[src/hdl/eeprom_wr_defines.vh]
`ifndef EEPROM_WR_DEFINES_VH
`define EEPROM_WR_DEFINES_VH
// opcodes after the start bit
`define OPC_EXT        2'b00
`define OPC_WRITE      2'b01
`define OPC_ERASE      2'b11
// top two address bits select the opcode-00 commands
`define EXT_DISABLE    2'b00
`define EXT_FILL       2'b01
`define EXT_ERASE_ALL  2'b10
`define EXT_ENABLE     2'b11
// host command codes
`define CMD_WRITE      3'd0
`define CMD_ERASE      3'd1
`define CMD_FILL       3'd2
`define CMD_ERASE_ALL  3'd3
`define CMD_ENABLE     3'd4
`define CMD_DISABLE    3'd5
// serial clock half period in ref_clk cycles (4 ns each)
`define SK_HALF_CYCLES 16'd125
// chip select low time between frames: 0.4 us
`define CS_LOW_NS      400
`define CLK_PERIOD_NS  4
`define CS_LOW_CYCLES  ((`CS_LOW_NS + `CLK_PERIOD_NS - 1) / `CLK_PERIOD_NS)
// write time ceiling: 8 ms
`define WRITE_MAX_NS   8000000
`define WRITE_MAX_CYC  (`WRITE_MAX_NS / `CLK_PERIOD_NS)
`endif

[src/hdl/eeprom_wr_host.v]
`timescale 1ns/1ps
`include "eeprom_wr_defines.vh"
module eeprom_wr_host #(
	parameter ADDR_W        = 6,
	parameter [15:0] SK_HALF = `SK_HALF_CYCLES,
	parameter [31:0] POLL_MAX = `WRITE_MAX_CYC
) (
	// clock and reset
	input  wire              ref_clk,
	input  wire              reset,
	// command port
	input  wire              cmd_valid,
	output wire              cmd_ready,
	input  wire [2:0]        cmd_code,
	input  wire [ADDR_W-1:0] cmd_addr,
	input  wire [15:0]       cmd_data,
	output reg               done_ff,
	output reg               timeout_ff,
	output wire              busy,
	// memory pins
	output reg               chip_select_ff,
	output reg               serial_clock_ff,
	output reg               serial_in_ff,
	input  wire              serial_out
);
	localparam S_IDLE = 5'b00001;
	localparam S_SHIFT = 5'b00010;
	localparam S_GAP = 5'b00100;
	localparam S_POLL = 5'b01000;
	localparam S_DONE = 5'b10000;
	localparam FR_W = ADDR_W + 19;
	localparam [31:0] GAP_CYC = `CS_LOW_CYCLES;

	reg  [4:0]      state_ff;
	reg  [FR_W-1:0] shreg_ff;
	reg  [5:0]      bits_left_ff;
	reg             needs_poll_ff;
	reg  [15:0]     div_ff;
	reg  [31:0]     wait_ff;
	reg             sk_phase_ff;
	reg             dout_meta_ff;
	reg             dout_sync_ff;
	reg  [FR_W-1:0] nxt_frame;
	reg  [5:0]      nxt_bits;
	reg             nxt_poll;
	wire            tick;

	assign tick      = (div_ff == SK_HALF - 16'd1);
	assign cmd_ready = state_ff[0];
	assign busy      = ~state_ff[0];

	// frame built msb first; length exactly as the device counts it
	always @* begin
		nxt_frame = {FR_W{1'b0}};
		nxt_bits  = 6'd0;
		nxt_poll  = 1'b1;
		case (cmd_code)
		`CMD_WRITE: begin
			nxt_frame = {1'b1, `OPC_WRITE, cmd_addr, cmd_data};
			nxt_bits  = FR_W[5:0];
		end
		`CMD_ERASE: begin
			nxt_frame = {1'b1, `OPC_ERASE, cmd_addr, 16'h0000};
			nxt_bits  = FR_W[5:0] - 6'd16;
		end
		`CMD_FILL: begin
			nxt_frame = {1'b1, `OPC_EXT, `EXT_FILL,
				{(ADDR_W-2){1'b0}}, cmd_data};
			nxt_bits  = FR_W[5:0];
		end
		`CMD_ERASE_ALL: begin
			nxt_frame = {1'b1, `OPC_EXT, `EXT_ERASE_ALL,
				{(ADDR_W-2){1'b0}}, 16'h0000};
			nxt_bits  = FR_W[5:0] - 6'd16;
		end
		`CMD_ENABLE: begin
			nxt_frame = {1'b1, `OPC_EXT, `EXT_ENABLE,
				{(ADDR_W-2){1'b0}}, 16'h0000};
			nxt_bits  = FR_W[5:0] - 6'd16;
			nxt_poll  = 1'b0;
		end
		default: begin
			// disable, also the safe choice for unknown codes
			nxt_frame = {1'b1, `OPC_EXT, `EXT_DISABLE,
				{(ADDR_W-2){1'b0}}, 16'h0000};
			nxt_bits  = FR_W[5:0] - 6'd16;
			nxt_poll  = 1'b0;
		end
		endcase
	end

	// data out is asynchronous to ref_clk
	always @(posedge ref_clk or posedge reset) begin
		if (reset) begin
			dout_meta_ff <= 1'b0;
			dout_sync_ff <= 1'b0;
		end else begin
			dout_meta_ff <= serial_out;
			dout_sync_ff <= dout_meta_ff;
		end
	end

	always @(posedge ref_clk or posedge reset) begin
		if (reset) begin
			state_ff        <= S_IDLE;
			shreg_ff        <= {FR_W{1'b0}};
			bits_left_ff    <= 6'd0;
			needs_poll_ff   <= 1'b0;
			div_ff          <= 16'd0;
			wait_ff         <= 32'd0;
			sk_phase_ff     <= 1'b0;
			chip_select_ff  <= 1'b0;
			serial_clock_ff <= 1'b0;
			serial_in_ff    <= 1'b0;
			done_ff         <= 1'b0;
			timeout_ff      <= 1'b0;
		end else begin
			done_ff <= 1'b0;
			div_ff  <= (state_ff[0] || tick) ? 16'd0 : div_ff + 16'd1;
			case (state_ff)
			S_IDLE: begin
				serial_clock_ff <= 1'b0;
				serial_in_ff    <= 1'b0;
				sk_phase_ff     <= 1'b0;
				if (cmd_valid) begin
					timeout_ff     <= 1'b0;
					shreg_ff       <= nxt_frame;
					bits_left_ff   <= nxt_bits;
					needs_poll_ff  <= nxt_poll;
					chip_select_ff <= 1'b1;
					// first bit must be the start bit
					serial_in_ff   <= 1'b1;
					state_ff       <= S_SHIFT;
				end
			end
			S_SHIFT: if (tick) begin
				if (!sk_phase_ff) begin
					serial_clock_ff <= 1'b1;
					sk_phase_ff     <= 1'b1;
				end else begin
					serial_clock_ff <= 1'b0;
					sk_phase_ff     <= 1'b0;
					shreg_ff        <= shreg_ff << 1;
					bits_left_ff    <= bits_left_ff - 6'd1;
					if (bits_left_ff == 6'd1) begin
						// select falls right after last clock: no extra edges
						chip_select_ff <= 1'b0;
						serial_in_ff   <= 1'b0;
						wait_ff        <= 32'd0;
						state_ff       <= S_GAP;
					end else begin
						serial_in_ff <= shreg_ff[FR_W-2];
					end
				end
			end
			S_GAP: begin
				wait_ff <= wait_ff + 32'd1;
				if (wait_ff >= GAP_CYC) begin
					wait_ff <= 32'd0;
					if (needs_poll_ff) begin
						chip_select_ff <= 1'b1;
						state_ff       <= S_POLL;
					end else begin
						state_ff <= S_DONE;
					end
				end
			end
			S_POLL: begin
				// no clocks while polling, data in held low
				serial_in_ff    <= 1'b0;
				serial_clock_ff <= 1'b0;
				wait_ff         <= wait_ff + 32'd1;
				// three cycles skipped for the two sync stages after select rises
				if (wait_ff > 32'd2 && dout_sync_ff) begin
					chip_select_ff <= 1'b0;
					state_ff       <= S_DONE;
				end else if (wait_ff >= POLL_MAX) begin
					// limitation: a disabled device never reports ready
					chip_select_ff <= 1'b0;
					timeout_ff     <= 1'b1;
					state_ff       <= S_DONE;
				end
			end
			S_DONE: begin
				done_ff  <= 1'b1;
				state_ff <= S_IDLE;
			end
			default: state_ff <= S_IDLE;
			endcase
		end
	end
endmodule

[config.mk]
export PLATFORM = sky130hd
export DESIGN_NAME = eeprom_wr_host
export DESIGN_NICKNAME = d
export VERILOG_FILES = /design/src/hdl/eeprom_wr_host.v
export VERILOG_INCLUDE_DIRS = /design/src /design/src/hdl
export SDC_FILE = /design/constraint.sdc
export NUM_CORES = 1
export LEC_CHECK = 0
export BUFFER_PORTS_ARGS = -buffer_cell sky130_fd_sc_hd__buf_2
export CORE_MARGIN = 2
export CORE_UTILIZATION = 33
export CTS_CLUSTER_DIAMETER = 40
export DETAILED_ROUTE_END_ITERATION = 8
export HOLD_SLACK_MARGIN = 0.03
export REMOVE_ABC_BUFFERS = 1
export SETUP_SLACK_MARGIN = 0.5
export SYNTH_ARGS = -nofsm -noshare
export SYNTH_HDL_FRONTEND = slang
export SYNTH_SLANG_ARGS = --single-unit
[constraint.sdc]
create_clock -name ref_clk -period 2.98 [get_ports ref_clk]
set_clock_uncertainty 0.2 [all_clocks]
set_input_delay 0.596 -clock ref_clk [delete_from_list [all_inputs] [get_ports ref_clk]]
set_output_delay 0.596 -clock ref_clk [all_outputs]
set_load 0.01 [all_outputs]
## After elaboration in Yosys (flattened, before gate mapping)

Index checks and enable logic that the tools add are counted.
W data, S select, Z words.

- Register bits after elaboration: 92
- Input bits: 29
- Output and inout port bits: 7
- Logic and storage cells: 111

- Add/subtract/negate cells: 3
- Order comparisons: 3
- Eq/ne operators: 20
- Multiplexer cells: 49
- Bitwise logic cells: 1
- Reduce and logical (&&, ||, !) cells: 21

Operators by type and width:

| cell | number |
|---|---|
| $mux W32 | 4 |
| $pmux W24 S5 | 1 |
| $pmux W32 S3 | 1 |
| $mux W24 | 3 |
| $pmux W24 S2 | 1 |
| $mux W5 | 9 |
| $add A32 B1 Y32 const B | 1 |
| $ge A32 B21 Y1 const B | 1 |
| $ge A32 B7 Y1 const B | 1 |
| $gt A32 B2 Y1 const B | 1 |
| $pmux W5 S4 | 1 |
| $mux W1 | 19 |
| $mux W6 | 3 |
| $add A16 B1 Y16 const B | 1 |
| $eq A16 B7 Y1 const B | 1 |
| $mux W16 | 1 |
| $ne A2 B2 Y1 const B | 8 |
| $pmux W6 S2 | 1 |
| $reduce_and A4 Y1 | 3 |
| $reduce_and A8 Y1 | 1 |
| $eq A3 B2 Y1 const B | 2 |
| $eq A6 B1 Y1 const B | 1 |
| $pmux W1 S2 | 3 |
| $reduce_and A2 Y1 | 3 |
| other kinds (22) | 26 |

## Longest topological paths before layout

Gate-level depths: netlist (run 1).

- Depth in word-level cells: 5
- Mapped depth: 9
- Mapped depth without buffers: 7

## Worst setup path after synthesis (run 1)

Ideal clock, no wire load.

- Path type: reg2reg
- Start: register div_ff[12]
- End: register chip_select_ff
- Setup time: 0.126 ns
- Data arrival time: 2.196 ns
- Required time: 2.654 ns
- Slack: 0.458 ns
- Cell stages (with the launch flop): 6
- Period minus slack after synthesis: 2.522 ns
- Cells stage by stage: dfrtp_1 -> or4_4 -> nor4_4 -> a21oi_2 -> or3_4 -> o32a_1

- Word-level cells in the longest chain between the ends: 3

Ends and longest elaborated chain:

| what | RTL line | RTL |
|---|---|---|
| start, declared | eeprom_wr_host.v:38 | `reg [15:0] div_ff;` |
| start signal, assigned | eeprom_wr_host.v:119 | `div_ff <= (state_ff[0] \|\| tick) ? 16'd0 : div_ff + 16'd1;` |
| $eq A16 B7 Y1 | eeprom_wr_host.v:48 | `assign tick = (div_ff == SK_HALF - 16'd1);` |
| $ne A2 B2 Y1 (no line) | - |  |
| $reduce_and A8 Y1 (no line) | - |  |
| end signal, assigned | eeprom_wr_host.v:112 | `chip_select_ff <= 1'b0;` |
| end signal, assigned | eeprom_wr_host.v:130 | `chip_select_ff <= 1'b1;` |
| end signal, assigned | eeprom_wr_host.v:147 | `chip_select_ff <= 1'b0;` |
| end, declared | eeprom_wr_host.v:21 | `output reg chip_select_ff,` |

No other way between the ends.
A chain may end at the register's enable or synchronous reset.

## Worst setup path after layout (run 1)

- Start: register div_ff[13]
- End: register chip_select_ff

Same word-level chain as after synthesis.

==> results.md, run 1 <==
* Status: finished clean
* Worst Hold Class: primary input to asynchronous set/reset pin
* Worst Tran Pin Value at approximately 0.57 ns
* FP Rows at 44
* Clock slew at reported path FFs at 0.07 ns
* Max Cap Violations at 0
* Clock sinks at 92
* ANT cells at 0
* CTS Buffer Depth at 2
* Area after DPL at 5390 um^2
* Top cells by count, synth: dfrtp_1 (91), nand2_1 (51), o21ai_0 (38)
* # placed instances at approximately 750
* Rel. slew slack at 0.611
* Max Freq at 414 MHz
* Top-count cell post-synth: dfrtp_1
* Overall Power at 4010 uW
* VDD IR max at 0.000326 V
* Gr usage total at 0.154
* I/O Pins at 36
* Area grow syn2layout at 19.2%
* Clock root cell: clkbuf_16
* Slew Limit Fails at 0
* Die Y at 126 um
* Iter 0 DRT Violations at 204
* Placeable Area at roughly 14,000 um^2
* Leak at 0.00240 uW
* Total gr overflow at 0
* Layout cells sized above 1 at 0.183
* Initial antenna violation count at 0
* WL/cell at approximately 15 um
* Detailed placement HPWL at 7950 um
* Synth Instances at between 500 and 600
* H-tree levels at 3
* Setup TNS at 0 ns
* Die W at roughly 130 um
* DR vias/cell at 5.43
* Post-Syn Area at 4890 um^2
* Yosys warning count at 0
* Vias in the first global route at 4,119
* First-pass DRT Iterations at 5
* Syn avg cell area at between 9 and 10 um^2
* Tcrit/Tclk final at 0.811
* DRC Markers at 0
* RSZ-0062 raised after global routing: yes
* Number of synthesized flops with an enable pin at 0
* Number of CTS-inserted buffers at 9
* Post-route cell area at 5830 um^2
* Clock latency on the worst-skew pair at 0.35 ns
* CP endpoint kind: flip-flop
* Initial Util at 0.337
* Max stage delay cell, worst path: or4_4
* Largest net degree at the start of global routing at 58
* Worst reg-to-reg setup slack at roughly 0.56 ns
* Async S/R FF share, synth at 1.00
* Yosys reg bits at 92
* Crit-path cells: or4_4, nor4_4, a21oi_2, or3_4, o32a_1
* Seq/Total Area, Yosys at 0.471
* Routed wire length at 11,500 um
* Gpl congestion at 0.863
* Crit-path max cell delay at 0.54 ns
* Cell taking the most area after synthesis: dfrtp_1
* Critical Path RT at 3.02 ns
* Min Clock Period, post-route at roughly 2.4 ns
* Startpoint Class: flip-flop
* Synth Flop Type: dfrtp_1
* CTS tree: done
* Global-route wire length before repair at 19,800 um
* Crit Path Category: flip-flop to flip-flop
* Post-synth top area share at 0.466
* Critical Path AT at 2.46 ns
* Post-synth cell types at 53
* Final core occ at 0.402
* Hold Fails Final Rpt at 0
* Number of routed nets with antenna violations at 0
* Top cells by area, synth: dfrtp_1 (47%), nand2_1 (3.9%), o21ai_0 (3.9%)
* Final count of negative-setup-slack endpoints at 0
* PwrDens at 689 nW/um^2
* Layout Cells excl Fill at 770
* # nets final at 617
* Die ar. at between 15,000 and 20,000 um^2
* Port bufs at 35
* Via count at 4,182
* Max Fanout on Critical Path at 4
-- final timing paths --
| kind | to | cells past startpoint | from |
|---|---|---|---|
| worst max-delay path | chip_select_ff | 5 | div_ff[13] |
| worst max register to register | chip_select_ff | 5 | div_ff[13] |
| worst min register to register | dout_sync_ff | 0 | dout_meta_ff |
| max in group asynchronous | wait_ff[25] | 3 | reset |
| min in group ref_clk | dout_meta_ff | 1 | serial_out |
| worst min-delay path | done_ff | 2 | reset |
-- sequential cells by signal, indices dropped and copies added (netlist names) --
signal           count
bits_left_ff         6
chip_select_ff       1
div_ff              16
done_ff              1
dout_meta_ff         1
dout_sync_ff         1
needs_poll_ff        1
serial_clock_ff      1
serial_in_ff         1
shreg_ff            24
sk_phase_ff          1
state_ff             5
timeout_ff           1
wait_ff             32
-- kinds of logic (layout without fill, tap and decap cells) --
logic type               count (synthesis)  after routing  synth area share
XOR/XNOR                                18             18            0.0323
AND/OR/NAND/NOR                        216            216             0.230
adder cells (fa/ha/maj)                  6              6            0.0154
multiplexers                            14             14            0.0292
flip-flops                              92             92             0.471
buffers and inverters                   58            110            0.0451
AO/OA/AOI/OAI                          130            130             0.177
-- area by class of cell --
type                            count  area [um^2]
Clock inverter                      5         37.5
Fill cell                        1425         8650
Tap cell                          184          230
Clock buffer                       10          239
Inverter                           31          118
Multi-Input combinational cell    384         2460
Timing Repair Buffer               64          433
Sequential cell                    92         2300
-- placed cells by master, fill, tap and decap left out, types with 5 or more instances in the layout --
master,netlist,routed
a22o_1,6,6
clkbuf_16,0,9
nand4_1,13,13
a21oi_1,11,11
a31oi_1,13,12
o21ai_0,38,38
buf_2,2,35
ha_1,6,6
o31ai_1,7,5
or3_1,5,5
a211oi_1,18,18
nor3_1,23,18
nand3_1,34,33
xnor2_1,15,15
buf_4,0,24
a22oi_1,19,19
nor3_2,1,5
mux2i_1,12,12
nor2_1,36,35
dfrtp_1,91,91
nand2_1,51,51
inv_1,31,30
and3_1,10,10
nor4_1,10,9
-- worst max-delay path: cells and delay by family (launching register included) --
kind	cells	cell delay [ns]
flip-flops	1	0.38
AND/OR/NAND/NOR	3	1.31
AO/OA/AOI/OAI	2	0.42
-- through the flow --
stage	hold slack, ns	setup WS, ns
after floorplan	0.131	-2.00
after global placement	0.136	0.432
after detailed placement	0.144	0.351
after CTS	0.111	0.508
after global routing	0.144	0.479
final	0.0853	0.562
-- where the power goes --
group / total (uW) / switching [uW] / internal (uW)
sequential: 1640 / 170 / 1470
clock: 1090 / 499 / 586
combinational: 1290 / 783 / 510
total: 4010 / 1450 / 2560
-- metal layers --
layer / track usage / wire [um] / vias up / share of wire
met5: 0 / 0 / - / 0
met4: 0.0797 / 384 / 0 / 0.033
met3: 0.0225 / 404 / 24 / 0.035
met2: 0.245 / 5240 / 93 / 0.46
met1: 0.205 / 5480 / 2009 / 0.48
li1: - / - / 2056 / -
-- repair_timing --
action	CTS	global route
buffers inserted	8	1
hold buffers	0	0
pin swaps	3	7
resized for setup	5	16
setup endpoints to repair	47	22
(Power assumes the default switching activity.)
==> run 2, diff against run 1 <==
clock period = 2.2 ns   (was 2.98 ns; I/O delays follow)
==> results.md, run 2 (synthesis gave the netlist of run 1 again) <==
* Status: complete, but fails checks
* Failing checks: setup timing
* First-pass DRT Iterations at 5
* Hold Crit Start: cmd_data[0]
* Iter 0 DRT Violations at 244
* ANT cells at 0
* Most frequent cells in the layout: dfrtp_1 (90), buf_4 (73), nand3_1 (34), nor2_1 (34), buf_2 (33)
* Gr usage total at 0.175
* Die W at 126 um
* PwrDens at 1000 nW/um^2
* Rel. slew slack at 0.524
* Total gr overflow at 0
* Via count at roughly 4,600
* Area after DPL at 5860 um^2
* Clock sinks at 92
* Hold Path Depth at 3
* CTS tree: done
* Hold Fails Final Rpt at 0
* Max Cap Violations at 0
* Slew Limit Fails at 0
* I/O Pins at 36
* VDD IR max at around 0.00053 V
* Startpoint Class: flip-flop
* CTS Buffer Depth at 2
* Critical Path RT at 2.24 ns
* Largest net degree at the start of global routing at between 40 and 50
* Layout cells sized above 1 at 0.388
* DR vias/cell at 5.41
* # nets final at 693
* Area grow syn2layout at 46.5%
* WHS at 0.122 ns
* Worst Tran Pin Value at about 0.7 ns
* WL/cell at 16.1 um
* Worst Hold Class: primary input to flip-flop
* DRC Markers at 0
* H-tree levels at 3
* Top flop regs: wait_ff (32), shreg_ff (24), div_ff (16)
* Worst reg-to-reg setup slack at -0.29 ns
* Leak at approximately 0.003 uW
* Min Clock Period, post-route at between 2 and 2.5 ns
* RSZ-0062 raised after global routing: yes
* Initial antenna violation count at 0
* Tcrit/Tclk final at 1.13
* Final core occ at 0.494
* Post-route cell area at 7160 um^2
* Die ar. at 15,800 um^2
* CP endpoint kind: flip-flop
* R2r endpoint: chip_select_ff
* Max Fanout on Critical Path at 4
* Die Y at between 100 and 150 um
* Max Freq at 401 MHz
* Detailed placement HPWL at 8720 um
* FF-to-FF path depth at 6
* Gpl congestion at 0.851
* FP Rows at 44
* Largest register FFs at 32
* PnR worst setup slack at -0.292 ns
* Clock latency on the worst-skew pair at 0.35 ns
* Reg-to-reg startpoint: div_ff[12]
* Vias in the first global route at between 4,000 and 5,000
* Critical Path AT at 2.53 ns
* Port bufs at 35
* Hold Path Sink: shreg_ff[0]
* Global-route wire length before repair at 22,500 um
* Clock root cell: clkbuf_16
* Number of routed nets with antenna violations at 0
* Largest reg by FF count: wait_ff
* Crit Path Category: flip-flop to flip-flop
* Clock slew at reported path FFs at 0.07 ns
* Placeable Area at 14,500 um^2
* Routed wire length at 13,700 um
* Initial Util at 0.337
* Final count of negative-setup-slack endpoints at between 80 and 90
* Commonest non-fill, non-tap cell in the layout: dfrtp_1
* Number of CTS-inserted buffers at 9
* Layout fillers at 1,273
==> run 2: final cells by class <==
cell class	count	area (um^2)	share of cell area
Tap cell	184	230	0.0322
Multi-Input combinational cell	384	2910	0.407
Inverter	31	118	0.0164
Clock inverter	5	61.3	0.00857
Timing Repair Buffer	140	1290	0.180
Sequential cell	92	2300	0.322
Clock buffer	11	243	0.0339
==> run 2: worst max-delay path by stage <==
stage | start | to | slack [ns] | depth (start not counted)
4_1_cts | div_ff[7] | state_ff[2] | -0.25 | 7
5_1_grt | div_ff[12] | bits_left_ff[2] | -0.34 | 7
3_3_place_gp | div_ff[12] | chip_select_ff | -0.27 | 6
6_report | div_ff[12] | chip_select_ff | -0.29 | 6
2_1_floorplan | wait_ff[11] | wait_ff[29] | -2.78 | 5
3_5_place_dp | div_ff[12] | state_ff[2] | -0.33 | 7
==> run 2: metrics by stage <==
stage	total power [uW]	TNS, ns	worst slack, ns	instances
after floorplan	3270	-211.82	-2.78	507
after global placement	4100	-8.53	-0.269	804
after detailed placement	4170	-11.18	-0.331	804
after CTS	6800	-10.92	-0.254	840
after global routing	7550	-21.49	-0.343	847
final	7160	-14.20	-0.292	847
==> run 2: repair_timing <==
action | in CTS | in global routing
setup endpoints to repair | 91 | 91
endpoints found under the hold margin | 28 | 0
hold buffers | 2 | 0
gates cloned | 7 | 1
pin swaps | 48 | 24
resized for setup | 126 | 51
buffers inserted | 11 | 6
==> run 2: routing by layer <==
| metal | wire [um] | vias up | part of all wire | global-route usage |
|---|---|---|---|---|
| li1 | - | 2214 | - | - |
| met1 | 6250 | 2265 | 0.46 | 0.229 |
| met2 | 6620 | 81 | 0.48 | 0.289 |
| met5 | 0 | - | 0 | 0 |
| met4 | 376 | 0 | 0.027 | 0.0830 |
| met3 | 428 | 24 | 0.031 | 0.0217 |
==> run 2: where the power goes <==
part | switching, uW | internal [uW] | total (uW)
logic | 1630 | 1680 | 3310
clock network | 686 | 917 | 1600
registers | 257 | 1990 | 2240
total | 2580 | 4580 | 7160
==> run 2: critical path: stages, from the launching register on <==
cell,delay (ns)
dfrtp_1,0.39
or4_4,0.56
nor4_4,0.27
buf_4,0.19
a21oi_4,0.08
or3_4,0.40
o32a_1,0.29
